<file path="src/demod_setup_pkg.sv">
/*
 Constants shared by the demodulator setup and reset control block:
 register indices, field positions, reset values and timing counts.
 Assumes the registers are reached by 7-bit index over the 2-wire port.
*/
package demod_setup_pkg;

	// register indices
	localparam logic [6:0] REG_BLOCK_RESET = 7'h15;
	localparam logic [6:0] REG_SYMBOL_RATE_REGS_HI = 7'h17;
	localparam logic [6:0] REG_SYMBOL_RATE_REGS_LO = 7'h18;
	localparam logic [6:0] REG_DECODER_MODE = 7'h19;
	localparam logic [6:0] REG_DEMOD_CONTROL = 7'h1A;
	localparam logic [6:0] REG_GO_CONTROL = 7'h1B;
	localparam logic [6:0] REG_SYS_FREQ_OVERRIDE = 7'h22;
	localparam logic [6:0] REG_NOISE_HIGH = 7'h31;
	localparam logic [6:0] REG_SWEEP_RATE = 7'h32;
	localparam logic [6:0] REG_DECODER_SETUP = 7'h56;
	localparam logic [6:0] REG_DEVICE_SETUP = 7'h7F;

	// device_setup fields
	localparam int SETUP_ENABLE_BIT = 7;
	localparam int FORMAT_MSB = 6;
	localparam int FORMAT_LSB = 5;
	localparam int MODULATION_BIT = 4;
	localparam int MULT_MSB = 3;
	localparam int MULT_LSB = 2;
	localparam int CRYSTAL_BIT = 1;
	localparam int CONVERTER_BIT = 0;

	// other control fields
	localparam int IQ_SWAP_BIT = 6;
	localparam int FILTER_OPTION_BIT = 0;
	localparam int TX_INV_BIT = 6;
	localparam int AUTO_INV_BIT = 7;
	localparam int CODE_RATE_MSB = 5;
	localparam int GO_BIT = 0;
	localparam int NO_INCREMENT_BIT = 7;

	// block_reset_control bits
	localparam int RST_FULL_DEVICE = 7;
	localparam int RST_PARTIAL_DEVICE = 6;
	localparam int RST_FULL_DEMOD = 5;
	localparam int RST_PARTIAL_DEMOD = 4;
	localparam int RST_FULL_DECODER = 3;
	localparam int RST_PARTIAL_DECODER = 2;
	localparam int RST_PARTIAL_ALIGN = 1;
	localparam int RST_PARTIAL_DESCRAMBLER = 0;
	localparam logic [7:0] FULL_DEVICE_FANOUT = 8'h2B;

	// reset values
	localparam logic [7:0] SETUP_DEFAULT = 8'h00;
	localparam logic [7:0] REG8_DEFAULT = 8'h00;
	localparam logic [15:0] SYMBOL_RATE_REGS_DEFAULT = 16'h0000;

	// broadcast formats and forced parameters
	typedef enum logic [1:0] {
		FMT_OPEN = 2'h0,
		FMT_ALT_RATE_2_3 = 2'h1,
		FMT_ALT_RATE_6_7 = 2'h2,
		FMT_ALT_SEARCH = 2'h3
	} broadcast_format_t;
	localparam logic [15:0] ALT_SYMBOL_RATE = 16'h0014;
	localparam logic [5:0] CODE_RATE_2_3 = 6'h02;
	localparam logic [5:0] CODE_RATE_6_7 = 6'h10;
	localparam logic [5:0] CODE_RATE_ALT_SEARCH = 6'h12;

	// clock multiplier and crystal values
	localparam logic [3:0] MULT_FACTOR_0 = 4'h3;
	localparam logic [3:0] MULT_FACTOR_1 = 4'h4;
	localparam logic [3:0] MULT_FACTOR_2 = 4'h6;
	localparam logic [3:0] MULT_FACTOR_3 = 4'h9;
	localparam logic [3:0] XTAL_LOW_MHZ = 4'hA;
	localparam logic [3:0] XTAL_HIGH_MHZ = 4'hF;

	// reset pulse length in crystal periods (core_clk runs from the crystal)
	localparam int PULSE_CYCLES = 3;

endpackage

</file>
<file path="src/reset_pulse_gen.sv">
/*
 Reset pulse generator: issues the requested reset bits together as one
 pulse of fixed length and reports completion with a one-cycle done.
 Assumes core_clk is the crystal clock and the request stays up until done.
*/
`timescale 1ns/1ps
`default_nettype none
module reset_pulse_gen
	import demod_setup_pkg::*;
#(
	parameter int WIDTH = 8,
	parameter int CYCLES = PULSE_CYCLES
)
(
	input wire logic core_clk,
	input wire logic rst_b,
	input wire logic [WIDTH-1:0] request,
	output logic [WIDTH-1:0] pulse,
	output logic busy,
	output logic done
);

	logic [3:0] count;
	logic startPulse;

	assign startPulse = !busy && !done && (|request);

	always_ff @(posedge core_clk)
	begin
		if (!rst_b)
		begin
			pulse <= '0;
			busy <= 1'b0;
			done <= 1'b0;
			count <= 4'h0;
		end
		else if (startPulse)
		begin
			pulse <= request;
			busy <= 1'b1;
			done <= 1'b0;
			count <= 4'(CYCLES - 1);
		end
		else if (busy && count == 4'h0)
		begin
			pulse <= '0;
			busy <= 1'b0;
			done <= 1'b1;
		end
		else
		begin
			count <= busy ? count - 4'h1 : count;
			done <= 1'b0;
		end
	end
endmodule
`default_nettype wire

</file>
<file path="src/sys_freq_select.sv">
/*
 System frequency select: works out twice the system clock in MHz from
 the multiplier and crystal selects, or takes the override when non-zero.
 Assumes its inputs come from registers in the same clock domain.
*/
`timescale 1ns/1ps
`default_nettype none
module sys_freq_select
	import demod_setup_pkg::*;
(
	input wire logic core_clk,
	input wire logic rst_b,
	input wire logic [1:0] multCode,
	input wire logic crystalHigh,
	input wire logic [7:0] override,
	output logic [8:0] sysFreqX2,
	output logic usingOverride
);

	function automatic logic [3:0] multFactor(input logic [1:0] code);
		unique case (code)
			2'h0: multFactor = MULT_FACTOR_0;
			2'h1: multFactor = MULT_FACTOR_1;
			2'h2: multFactor = MULT_FACTOR_2;
			2'h3: multFactor = MULT_FACTOR_3;
		endcase
	endfunction

	logic [3:0] xtalMhz;
	logic [8:0] derivedX2;
	logic overrideActive;

	assign xtalMhz = crystalHigh ? XTAL_HIGH_MHZ : XTAL_LOW_MHZ;
	// operands widened first so the product cannot wrap
	assign derivedX2 = {4'h0, multFactor(multCode), 1'b0}
		* {5'h00, xtalMhz};
	assign overrideActive = |override;

	always_ff @(posedge core_clk)
	begin
		if (!rst_b)
		begin
			sysFreqX2 <= 9'h000;
			usingOverride <= 1'b0;
		end
		else
		begin
			sysFreqX2 <= overrideActive ? {1'b0, override} : derivedX2;
			usingOverride <= overrideActive;
		end
	end
endmodule
`default_nettype wire

</file>
<file path="src/demod_setup_reset.sv">
/*
 Setup and reset control for the demodulator and decoder: 2-wire register
 slave, device setup register, self-clearing block reset register, system
 frequency override and the derived control outputs.
 Assumes scl and sda inputs are synchronous to core_clk and slow enough
 that each bus phase spans several clocks.
*/
`timescale 1ns/1ps
`default_nettype none
// Summary of operation
// - full reset restores all but setup register
// - writing 128 to reset register resets all but setup register
// - go bit releases acquisition state machine
// - setup bit 7 enables, low means power save
// - setup bits 6-5 pick broadcast format
// - alternate format forces rate, rolloff, code rates
// - setup bit 4 picks bpsk or qpsk
// - system frequency from multiplier and crystal
// - setup bit 0 picks external converter
// - nonzero override replaces derived system frequency
// - reset register bits map to sub-block resets
// - each reset pulse lasts three crystal periods
// - reset register clears itself after pulse
// - full reset restores registers, partial does not
// - iq swap bit exchanges i and q
// - decoder mode bits set or detect inversion
module demod_setup_reset
	import demod_setup_pkg::*;
#(
	parameter logic [6:0] DEVICE_ADDR = 7'h0E, // arbitrary value
	parameter int SAMPLE_WIDTH = 8
)
(
	input wire logic core_clk,
	input wire logic rst_b,
	input wire logic sclIn,
	input wire logic sdaIn,
	output logic sdaOut,
	output logic sdaOe,
	input wire logic [SAMPLE_WIDTH-1:0] iIn,
	input wire logic [SAMPLE_WIDTH-1:0] qIn,
	output logic [SAMPLE_WIDTH-1:0] iOut,
	output logic [SAMPLE_WIDTH-1:0] qOut,
	output logic deviceEnabled,
	output logic powerSave,
	output logic [1:0] broadcastFormat,
	output logic bpskSelect,
	output logic externalConverterSel,
	output logic [8:0] sysFreqX2,
	output logic forcedSymbolRate,
	output logic rollOff20,
	output logic [15:0] effSymbolRate,
	output logic filterOption,
	output logic [5:0] codeRateMask,
	output logic frontendIqSwap,
	output logic txSpectrumInverted,
	output logic autoInversionDetect,
	output logic [7:0] noiseHighThreshold,
	output logic [7:0] timingSweepRate,
	output logic acquisitionRun,
	output logic fullDeviceReset,
	output logic partialDeviceReset,
	output logic fullDemodReset,
	output logic partialDemodReset,
	output logic fullDecoderReset,
	output logic partialDecoderReset,
	output logic partialAlignReset,
	output logic partialDescramblerReset
);

	typedef enum logic [4:0] {
		ST_IDLE = 5'h01,
		ST_ADDR = 5'h02,
		ST_INDEX = 5'h04,
		ST_WRITE = 5'h08,
		ST_READ = 5'h10
	} link_state_t;

	// registers
	logic [7:0] deviceSetup;
	logic [7:0] blockResetControl;
	logic [7:0] sysFreqOverride;
	logic [15:0] symbolRate;
	logic [7:0] decoderMode;
	logic [7:0] demodControl;
	logic [7:0] goControl;
	logic [7:0] noiseHigh;
	logic [7:0] sweepRate;
	logic [7:0] decoderSetup;

	// link state
	link_state_t linkState;
	logic sclPrev;
	logic sdaPrev;
	logic [3:0] bitCnt;
	logic [7:0] rxShift;
	logic [7:0] txShift;
	logic ackPhase;
	logic [6:0] regIndex;
	logic noIncrement;
	logic writeStrobe;
	logic [6:0] wIndex;
	logic [7:0] wData;

	function automatic logic [7:0] readBack(input logic [6:0] idx,
		input logic [7:0] setupV, input logic [7:0] resetV,
		input logic [7:0] overV, input logic [15:0] symV,
		input logic [7:0] modeV, input logic [7:0] ctrlV,
		input logic [7:0] goV, input logic [7:0] noiseV,
		input logic [7:0] sweepV, input logic [7:0] setV);
		unique case (idx)
			REG_DEVICE_SETUP: readBack = setupV;
			REG_BLOCK_RESET: readBack = resetV;
			REG_SYS_FREQ_OVERRIDE: readBack = overV;
			REG_SYMBOL_RATE_REGS_HI: readBack = symV[15:8];
			REG_SYMBOL_RATE_REGS_LO: readBack = symV[7:0];
			REG_DECODER_MODE: readBack = modeV;
			REG_DEMOD_CONTROL: readBack = ctrlV;
			REG_GO_CONTROL: readBack = goV;
			REG_NOISE_HIGH: readBack = noiseV;
			REG_SWEEP_RATE: readBack = sweepV;
			REG_DECODER_SETUP: readBack = setV;
			default: readBack = 8'h00;
		endcase
	endfunction

	// bus conditions
	logic sclRise;
	logic sclFall;
	logic startCond;
	logic stopCond;
	logic addrMatch;
	logic [7:0] readData;
	logic [6:0] nextIndex;

	assign sclRise = sclIn && !sclPrev;
	assign sclFall = !sclIn && sclPrev;
	assign startCond = sclIn && sclPrev && sdaPrev && !sdaIn;
	assign stopCond = sclIn && sclPrev && !sdaPrev && sdaIn;
	assign addrMatch = rxShift[7:1] == DEVICE_ADDR;
	assign nextIndex = noIncrement ? regIndex : regIndex + 7'h01;
	assign readData = readBack(regIndex, deviceSetup, blockResetControl,
		sysFreqOverride, symbolRate, decoderMode, demodControl, goControl,
		noiseHigh, sweepRate, decoderSetup);

	always_ff @(posedge core_clk)
	begin
		if (!rst_b)
		begin
			sclPrev <= 1'b1;
			sdaPrev <= 1'b1;
		end
		else
		begin
			sclPrev <= sclIn;
			sdaPrev <= sdaIn;
		end
	end

	always_ff @(posedge core_clk)
	begin
		if (!rst_b || stopCond)
		begin
			linkState <= ST_IDLE;
			bitCnt <= 4'h0;
			ackPhase <= 1'b0;
			sdaOe <= 1'b0;
			writeStrobe <= 1'b0;
		end
		else if (startCond)
		begin
			linkState <= ST_ADDR;
			bitCnt <= 4'h0;
			ackPhase <= 1'b0;
			sdaOe <= 1'b0;
			writeStrobe <= 1'b0;
		end
		else
		begin
			writeStrobe <= 1'b0;
			if (sclRise && !ackPhase && linkState != ST_READ
				&& linkState != ST_IDLE && bitCnt < 4'h8)
			begin
				rxShift <= {rxShift[6:0], sdaIn};
				bitCnt <= bitCnt + 4'h1;
			end
			else if (sclRise && linkState == ST_READ && bitCnt == 4'h9)
			begin
				if (sdaIn)
					linkState <= ST_IDLE;
				else
				begin
					ackPhase <= 1'b1;
					regIndex <= nextIndex;
				end
			end
			else if (sclFall && ackPhase)
			begin
				ackPhase <= 1'b0;
				if (linkState == ST_READ)
				begin
					txShift <= {readData[6:0], 1'b0};
					sdaOe <= !readData[7];
					bitCnt <= 4'h1;
				end
				else
				begin
					sdaOe <= 1'b0;
					bitCnt <= 4'h0;
				end
			end
			else if (sclFall && linkState == ST_READ)
			begin
				sdaOe <= bitCnt < 4'h8 ? !txShift[7] : 1'b0;
				txShift <= {txShift[6:0], 1'b0};
				bitCnt <= bitCnt < 4'h8 ? bitCnt + 4'h1 : 4'h9;
			end
			else if (sclFall && bitCnt == 4'h8)
			begin
				unique case (linkState)
					ST_ADDR:
					begin
						ackPhase <= addrMatch;
						sdaOe <= addrMatch;
						linkState <= !addrMatch ? ST_IDLE
							: (rxShift[0] ? ST_READ : ST_INDEX);
					end
					ST_INDEX:
					begin
						regIndex <= rxShift[6:0];
						noIncrement <= rxShift[NO_INCREMENT_BIT];
						ackPhase <= 1'b1;
						sdaOe <= 1'b1;
						linkState <= ST_WRITE;
					end
					ST_WRITE:
					begin
						writeStrobe <= 1'b1;
						wIndex <= regIndex;
						wData <= rxShift;
						regIndex <= nextIndex;
						ackPhase <= 1'b1;
						sdaOe <= 1'b1;
					end
					default: linkState <= ST_IDLE;
				endcase
			end
		end
	end

	// write decode
	logic [7:0] resetPulse;
	logic pulseBusy;
	logic pulseDone;
	logic wrSetup;
	logic wrBlockReset;
	logic wrOverride;
	logic wrGo;
	logic restoreAll;
	logic restoreDemod;
	logic restoreDecoder;
	logic deviceLogicReset;
	logic altFormat;
	logic [7:0] resetRequest;
	logic [5:0] nextCodeRateMask;

	assign wrSetup = writeStrobe && wIndex == REG_DEVICE_SETUP;
	assign wrBlockReset = writeStrobe && wIndex == REG_BLOCK_RESET
		&& !pulseBusy && !pulseDone;
	assign wrOverride = writeStrobe && wIndex == REG_SYS_FREQ_OVERRIDE;
	assign wrGo = writeStrobe && wIndex == REG_GO_CONTROL;
	assign restoreAll = resetPulse[RST_FULL_DEVICE];
	assign restoreDemod = resetPulse[RST_FULL_DEMOD];
	assign restoreDecoder = resetPulse[RST_FULL_DECODER];
	assign deviceLogicReset = resetPulse[RST_FULL_DEVICE]
		|| resetPulse[RST_PARTIAL_DEVICE];
	assign resetRequest = blockResetControl[RST_FULL_DEVICE]
		? (blockResetControl | FULL_DEVICE_FANOUT) : blockResetControl;
	assign altFormat = |deviceSetup[FORMAT_MSB:FORMAT_LSB];

	always_comb
	begin
		unique case (broadcast_format_t'(deviceSetup[FORMAT_MSB:FORMAT_LSB]))
			FMT_OPEN: nextCodeRateMask = decoderMode[CODE_RATE_MSB:0];
			FMT_ALT_RATE_2_3: nextCodeRateMask = CODE_RATE_2_3;
			FMT_ALT_RATE_6_7: nextCodeRateMask = CODE_RATE_6_7;
			FMT_ALT_SEARCH: nextCodeRateMask = CODE_RATE_ALT_SEARCH;
		endcase
	end

	// setup register only follows the hardware reset
	always_ff @(posedge core_clk)
	begin
		if (!rst_b)
			deviceSetup <= SETUP_DEFAULT;
		else if (wrSetup)
			deviceSetup <= wData;
	end

	always_ff @(posedge core_clk)
	begin
		if (!rst_b || restoreAll)
		begin
			blockResetControl <= REG8_DEFAULT;
			sysFreqOverride <= REG8_DEFAULT;
			symbolRate <= SYMBOL_RATE_REGS_DEFAULT;
			decoderMode <= REG8_DEFAULT;
			demodControl <= REG8_DEFAULT;
			goControl <= REG8_DEFAULT;
			noiseHigh <= REG8_DEFAULT;
			sweepRate <= REG8_DEFAULT;
			decoderSetup <= REG8_DEFAULT;
		end
		else
		begin
			if (pulseDone)
				blockResetControl <= REG8_DEFAULT;
			else if (wrBlockReset)
				blockResetControl <= wData;
			if (wrOverride)
				sysFreqOverride <= wData;
			if (wrGo)
				goControl <= wData;
			if (writeStrobe && wIndex == REG_NOISE_HIGH)
				noiseHigh <= wData;
			if (writeStrobe && wIndex == REG_SWEEP_RATE)
				sweepRate <= wData;
			if (restoreDemod)
			begin
				symbolRate <= SYMBOL_RATE_REGS_DEFAULT;
				demodControl <= REG8_DEFAULT;
			end
			else
			begin
				if (writeStrobe && wIndex == REG_SYMBOL_RATE_REGS_HI)
					symbolRate[15:8] <= wData;
				if (writeStrobe && wIndex == REG_SYMBOL_RATE_REGS_LO)
					symbolRate[7:0] <= wData;
				if (writeStrobe && wIndex == REG_DEMOD_CONTROL)
					demodControl <= wData;
			end
			if (restoreDecoder)
			begin
				decoderMode <= REG8_DEFAULT;
				decoderSetup <= REG8_DEFAULT;
			end
			else
			begin
				if (writeStrobe && wIndex == REG_DECODER_MODE)
					decoderMode <= wData;
				if (writeStrobe && wIndex == REG_DECODER_SETUP)
					decoderSetup <= wData;
			end
		end
	end

	// acquisition release; device resets and power save stop it
	always_ff @(posedge core_clk)
	begin
		if (!rst_b || deviceLogicReset || !deviceSetup[SETUP_ENABLE_BIT])
			acquisitionRun <= 1'b0;
		else if (wrGo && wData[GO_BIT])
			acquisitionRun <= 1'b1;
	end

	always_ff @(posedge core_clk)
	begin
		if (!rst_b)
		begin
			sdaOut <= 1'b0;
			deviceEnabled <= 1'b0;
			powerSave <= 1'b1;
			broadcastFormat <= FMT_OPEN;
			bpskSelect <= 1'b0;
			externalConverterSel <= 1'b0;
			forcedSymbolRate <= 1'b0;
			rollOff20 <= 1'b0;
			effSymbolRate <= SYMBOL_RATE_REGS_DEFAULT;
			filterOption <= 1'b0;
			codeRateMask <= 6'h00;
			frontendIqSwap <= 1'b0;
			txSpectrumInverted <= 1'b0;
			autoInversionDetect <= 1'b0;
			noiseHighThreshold <= REG8_DEFAULT;
			timingSweepRate <= REG8_DEFAULT;
			iOut <= '0;
			qOut <= '0;
		end
		else
		begin
			sdaOut <= 1'b0;
			deviceEnabled <= deviceSetup[SETUP_ENABLE_BIT];
			powerSave <= !deviceSetup[SETUP_ENABLE_BIT];
			broadcastFormat <= deviceSetup[FORMAT_MSB:FORMAT_LSB];
			bpskSelect <= deviceSetup[MODULATION_BIT];
			externalConverterSel <= deviceSetup[CONVERTER_BIT];
			forcedSymbolRate <= altFormat;
			rollOff20 <= altFormat;
			effSymbolRate <= altFormat ? ALT_SYMBOL_RATE : symbolRate;
			filterOption <= !altFormat && demodControl[FILTER_OPTION_BIT];
			codeRateMask <= nextCodeRateMask;
			frontendIqSwap <= demodControl[IQ_SWAP_BIT];
			txSpectrumInverted <= decoderMode[TX_INV_BIT];
			autoInversionDetect <= decoderMode[AUTO_INV_BIT];
			noiseHighThreshold <= noiseHigh;
			timingSweepRate <= sweepRate;
			if (!deviceSetup[SETUP_ENABLE_BIT])
			begin
				iOut <= '0;
				qOut <= '0;
			end
			else
			begin
				iOut <= demodControl[IQ_SWAP_BIT] ? qIn : iIn;
				qOut <= demodControl[IQ_SWAP_BIT] ? iIn : qIn;
			end
		end
	end

	reset_pulse_gen #(.WIDTH(8), .CYCLES(PULSE_CYCLES)) pulseGen (
		.core_clk(core_clk),
		.rst_b(rst_b),
		.request(resetRequest),
		.pulse(resetPulse),
		.busy(pulseBusy),
		.done(pulseDone)
	);

	sys_freq_select freqSelect (
		.core_clk(core_clk),
		.rst_b(rst_b),
		.multCode(deviceSetup[MULT_MSB:MULT_LSB]),
		.crystalHigh(deviceSetup[CRYSTAL_BIT]),
		.override(sysFreqOverride),
		.sysFreqX2(sysFreqX2),
		.usingOverride()
	);

	assign fullDeviceReset = resetPulse[RST_FULL_DEVICE];
	assign partialDeviceReset = resetPulse[RST_PARTIAL_DEVICE];
	assign fullDemodReset = resetPulse[RST_FULL_DEMOD];
	assign partialDemodReset = resetPulse[RST_PARTIAL_DEMOD];
	assign fullDecoderReset = resetPulse[RST_FULL_DECODER];
	assign partialDecoderReset = resetPulse[RST_PARTIAL_DECODER];
	assign partialAlignReset = resetPulse[RST_PARTIAL_ALIGN];
	assign partialDescramblerReset = resetPulse[RST_PARTIAL_DESCRAMBLER];
endmodule
`default_nettype wire

</file>
<file path="config.mk">
export PLATFORM = sky130hd
export DESIGN_NAME = demod_setup_reset
export DESIGN_NICKNAME = d
export VERILOG_FILES = /design/src/demod_setup_pkg.sv /design/src/reset_pulse_gen.sv /design/src/sys_freq_select.sv /design/src/demod_setup_reset.sv
export SDC_FILE = /design/constraint.sdc
export NUM_CORES = 1
export LEC_CHECK = 0
export BUFFER_PORTS_ARGS = -buffer_cell sky130_fd_sc_hd__buf_4
export CORE_MARGIN = 10
export CORE_UTILIZATION = 63
export DETAILED_ROUTE_END_ITERATION = 10
export HOLD_SLACK_MARGIN = 0.02
export PLACE_DENSITY = 0.85
export SLEW_MARGIN = 5
export SYNTH_ARGS = -nofsm -noshare
export SYNTH_HDL_FRONTEND = slang
export SYNTH_SLANG_ARGS = --single-unit
</file>
<file path="constraint.sdc">
create_clock -name core_clk -period 7.15 [get_ports core_clk]
set_clock_uncertainty 0.15 [all_clocks]
set_input_delay 1.7875 -clock core_clk [delete_from_list [all_inputs] [get_ports core_clk]]
set_output_delay 1.7875 -clock core_clk [all_outputs]
set_load 0.05 [all_outputs]
</file>
# --- Word level (Yosys, flattened, before mapping) ---
# Cells that the tools add are included.
word_totals:
  reg_bits: 230
  in_bits: 20
  output_inout_bits: 86
  word_cells: 261
classes:
  n_addsub: 3
  multipliers: 1
  magnitude_cmp: 1
  eq_ne: 51
  n_mux: 54
  n_bitwise: 9
  n_reduce_logical: 91
op_table:
  columns: ["operator", "n"]
  rows:
  - ["case mux 8 bit (11 select lines)", 1]
  - ["equality test 7 x 5 -> 1 bit (second input constant)", 12]
  - ["two-way mux 8 bit", 9]
  - ["equality test 7 x 6 -> 1 bit (second input constant)", 6]
  - ["two-way mux 7 bit", 6]
  - ["two-way mux 5 bit", 8]
  - ["logical AND 1 bit", 34]
  - ["equality test 7 bit (second input constant)", 4]
  - ["case mux 6 bit (4 select lines)", 1]
  - ["AND reduction 8 bit", 3]
  - ["two-way mux 4 bit", 5]
  - ["AND reduction 6 bit", 3]
  - ["!= test 2 bit (second input constant)", 8]
  - ["case mux 4 bit (4 select lines)", 1]
  - ["OR reduction 8 bit", 2]
  - ["!= test 3 bit (second input constant)", 5]
  - ["case mux 5 bit (3 select lines)", 1]
  - ["nonzero test 3 bit", 5]
  - ["two-way mux 1 bit", 14]
  - ["case mux 7 bit (2 select lines)", 1]
  - ["OR reduction 2 bit", 7]
  - ["zero test 1 bit", 12]
  - ["two-way mux 2 bit", 5]
  - ["AND reduction 2 bit", 5]
  - ["30 further kinds", 52]

# --- Logic depth before layout (Yosys ltp) ---
depth:
  word_depth: 9
  mapped_depth: 13
  depth_no_buf: 13

# --- Hierarchy ---
# From an unflattened synthesis, not the netlist that was laid out.
hier_totals:
  hier_cells: 940
  hier_area_um2: 9701.8
modules_own_cells:
  columns: ["mod", "instances", "cells_per_inst", "area_each_um2", "seq_area_each_um2"]
  rows:
  - ["demod_setup_reset", 1, 793, 8264.2, 4504.3]
  - ["sys_freq_select", 1, 75, 773.2, 200.2]
  - ["reset_pulse_gen", 1, 72, 664.4, 280.3]

# --- Worst setup path after synthesis ---
# No wires, ideal clock.
synth_path:
  path_type: "input to register"
  from: "input sclIn"
  to: "register wData[0] (enable)"
  setup_ps: 386
  t_arrival_ps: 3229
  t_required_ps: 6614
  slack_ps: 3384
  stages: 5
  path_buffers: 0
  cell_sequence: "nor2b_1 > nand2_1 > o21ai_0 > or3_1 > nor2_1"
synth_via:
  elab_chain_len: 7
  word_cells_on_any_way: 25
  cone_classes: "bitwise: 6; reduce/logical: 19"
synth_lines:
  columns: ["element", "line_no", "text"]
  rows:
  - ["from (decl)", "demod_setup_reset.sv:36", "input wire logic sclIn,"]
  - ["logical AND 1 bit", "demod_setup_reset.sv:136", "assign sclRise = sclIn && !sclPrev;"]
  - ["logical AND 1 bit (2 in series)", "demod_setup_reset.sv:181", "if (sclRise && !ackPhase && linkState != ST_READ"]
  - ["logical AND 1 bit (2 in series)", "demod_setup_reset.sv:182", "&& linkState != ST_IDLE && bitCnt < 4'h8)"]
  - ["inverter 1 bit (no line)", null, null]
  - ["AND reduction 8 bit (no line) *", null, null]
  - ["to (signal assigned)", "demod_setup_reset.sv:240", "wData <= rxShift;"]
  - ["to (decl)", "demod_setup_reset.sv:103", "logic [7:0] wData;"]
# Every way passes the cells marked *; elsewhere a longest branch is shown, timed or not.
# A chain may end at the register's enable or synchronous reset.

# --- Final worst setup path ---
layout_path:
  from: "input sclIn"
  to: "register wData[7] (enable)"
# The elaborated chain is that of the path after synthesis.

==> results.toml <==
[outcome]
status = "completed"

[setup_path]
reg2reg_depth = 13
cp-end-kind = "flip-flop"
criticalPathCategory = "input pin to flip-flop"
start_kind = "input pin"
worstReg2RegStart = "deviceSetup[3]"
arrival_ns = 3.88
cp_cell_sequence = "buf_4, nor2b_1, nand2_1, o21ai_0, or3_1, nor2_1"
cp.required_ns = 7.12
rrSetupSlack_ns = 3.56
critical_path_buf_inv_count = 1
crit_family = "simple AND/OR/NAND/NOR gates"
critPathMaxFanout = 15
cpPeakStageDelay_ns = 0.93
r2r_end = "freqSelect.sysFreqX2[7]"
cp_num_cells = 6
slowest_stage = "nor2_1"

[clocking]
htree_num_levels = 1
tritoncts = "yes"
clockRootBuffer = "clkbuf_16"
cts_buffer_depth = 3
cts_sinks = 229
clock_latency_ns = 0.51
cts_resized = 0
cts_hold_buf = 0
cts.clk_slew.worst_paths_ns = 0.07
cts_setup_buffers = 0
cts_buffers = 24

[routing]
drt-wirelength-per-cell_microns = 19.0
ant_nets = 0
drt-total-wl_microns = 23200
num_vias = 7360
drt-initial-drc-count = 574
detail_route.first_pass.iterations = 5
drc = 0
via_per_inst = 6.02

[synth]
ys_seq_area_share_pct = 51.9
synth-adder-area-share_pct = 3.90
syn_area_sq_um = 9560
synth-seq-cells = 229
synth_simple_gate_area_share_pct = 20.1
synth_enable_flop_cells = 38
synth_xor_area_share_pct = 1.37
synth_compound_area_share_pct = 9.17
muxShareOfSynthArea_pct = 10.4
synth_ff_type = "dfxtp_1"
synth_top_family_by_area = "simple AND/OR/NAND/NOR gates"
synth_area_leaders = "dfxtp_1, edfxtp_1, mux2i_1"
synth_nets = 995
synth_top_area_cell = "dfxtp_1"
yosysWarnings = 0
avgSynthCellArea_sq_um = 10.1
syn_inst = 947
async_reset_ff_share_pct = 0
synth_top_area_share_pct = 40.0
yosysUniqueCellTypes = 67

[global_routing]
antenna_found_initial = 0
grt_pass1_vias = 7156
grt_max_degree = 62
grt_usage_pct = 22.3
grt_pass1_wl_microns = 37200
overflow = 0

[layout]
nets = 1072
layout-drive-gt1-share_pct = 15.5
final_common_cell = "dfxtp_1"
antenna_cells = 0
layout_common_cells = "dfxtp_1, nor2_1, buf_4"
largestRegisters = "effSymbolRate x16, symbolRate x16, freqSelect.sysFreqX2 x9"
areaGrowthSynthToFinish_pct = 16.9

[hold_path]
hold_path.startpoint = "pulseGen.pulse[6]"
holdPathStages = 1
hold_end = "acquisitionRun"
hold_class = "flip-flop to flip-flop"

[power_and_ir_drop]
ir_drop_uv = 215
leakage_nw = 4.38
pwr_density_cell_nw_per_um2 = 233

[floorplanning]
io_pins = 106
die_y_microns = 143
coreArea_sq_um = 14700
die_x_microns = 143
start_util_pct = 65.1
rows = 44
die_area_sq_um = 20500

[timing]
worstMarginPinSlew_ns = 1.22
maxSlewHeadroom_pct = 18.1
grt_setup_unrepaired = "false"
fmax_mhz = 256
tns_ns = 0
min_period_over_period_pct = 54.6
layout_min_cycle_time_ns = 3.91
finalMaxSlewViolations = 0
hold_viol = 0
setup_ws_ns = 3.24
finalSetupViolations = 0

[flow_run]
max-cap-violations = 0

[place]
pre_cts_slack_ns = 2.74
dp_hpwl_microns = 16000
place_congestion = 0.949
port-buffer-count = 104
[synthesized netlist by cell type, types with 3 or more instances]
| cell | count |
|---|---|
| and2_1 | 50 |
| clkbuf_1 | 45 |
| nand3_1 | 18 |
| and3b_1 | 3 |
| nor2b_1 | 19 |
| a21boi_0 | 6 |
| buf_2 | 6 |
| a21boi_1 | 3 |
| dfxtp_1 | 191 |
| a2bb2oi_1 | 3 |
| nor4_1 | 7 |
| nand4_1 | 6 |
| ha_1 | 25 |
| xnor2_1 | 13 |
| edfxtp_1 | 38 |
| nor3_1 | 15 |
| or4_1 | 7 |
| a222oi_1 | 4 |
| a22oi_1 | 17 |
| or3_1 | 5 |
| fa_1 | 3 |
| mux2i_1 | 98 |
| a31oi_1 | 7 |
| a221oi_1 | 4 |
| a21oi_1 | 42 |
| or2_2 | 5 |
| o21ai_0 | 16 |
| o21a_1 | 4 |
| and3_1 | 17 |
| nor2_1 | 118 |
| nand2_1 | 70 |
| inv_1 | 17 |
| a21o_1 | 5 |
| o32a_1 | 4 |
| nor4b_1 | 7 |
| buf_1 | 3 |
| nand2b_1 | 3 |
[cell type report]
type	count	area (sq um)
inverters	17	63.8
clock inverters	9	98.8
flip-flops and latches	229	4960
fillers	1025	3520
multi-input cells	644	4300
clock buffers	32	703
repair buffers	108	811
well taps	184	230
[routing by layer]
| layer | GRT usage [%] | up-vias | routed length, microns |
|---|---|---|---|
| li1 | - | 3469 | - |
| met1 | 27.3 | 3498 | 9140 |
| met2 | 37.6 | 325 | 11300 |
| met3 | 4.28 | 68 | 1850 |
| met4 | 9.61 | 0 | 975 |
| met5 | 0 | - | 0 |
[cells by family (layout without fill, tap and decap cells)]
| kind of cell | after synthesis | count (layout) |
|---|---|---|
| adders and majority gates | 28 | 28 |
| and+or+nand+nor | 370 | 370 |
| other | 1 | 1 |
| xor gates and xnor gates | 15 | 15 |
| buffers and inverters | 74 | 166 |
| DFF | 229 | 229 |
| muxes | 99 | 99 |
| AOI/OAI and AO/OA | 131 | 131 |
[metrics by stage]
step / util, % / instance area, sq um / power [mW] / instances / hold slack, ns
finish: 76.0 / 11200 / 2.61 / 1223 / 0.309
CTS: 76.0 / 11200 / 2.62 / 1223 / 0.306
floorplan: - / 9560 / 1.37 / 947 / 0.274
detailed placement: 70.6 / 10400 / 1.39 / 1182 / 0.303
global placement: 70.6 / 10400 / 1.39 / 1182 / 0.301
global route: 76.0 / 11200 / 2.68 / 1223 / 0.329
[where the power goes]
group / switching [mW] / internal (mW) / total [mW]
Sequential: 0.00335 / 1.31 / 1.31
Clock: 0.487 / 0.759 / 1.25
Combinational: 0.0318 / 0.0189 / 0.0507
[how the worst max path moves through the flow]
stage / start / endpoint / slack (ns)
final: sclIn / wData[7] / 3.24
after floorplan: sclIn / wData[0] / 3.38
after global routing: sclIn / wData[7] / 3.09
after CTS: rst_b / wData[7] / 3.27
after detailed placement: rst_b / wData[3] / 2.74
after global placement: rst_b / wIndex[0] / 2.87
(Power assumes the default switching activity.)
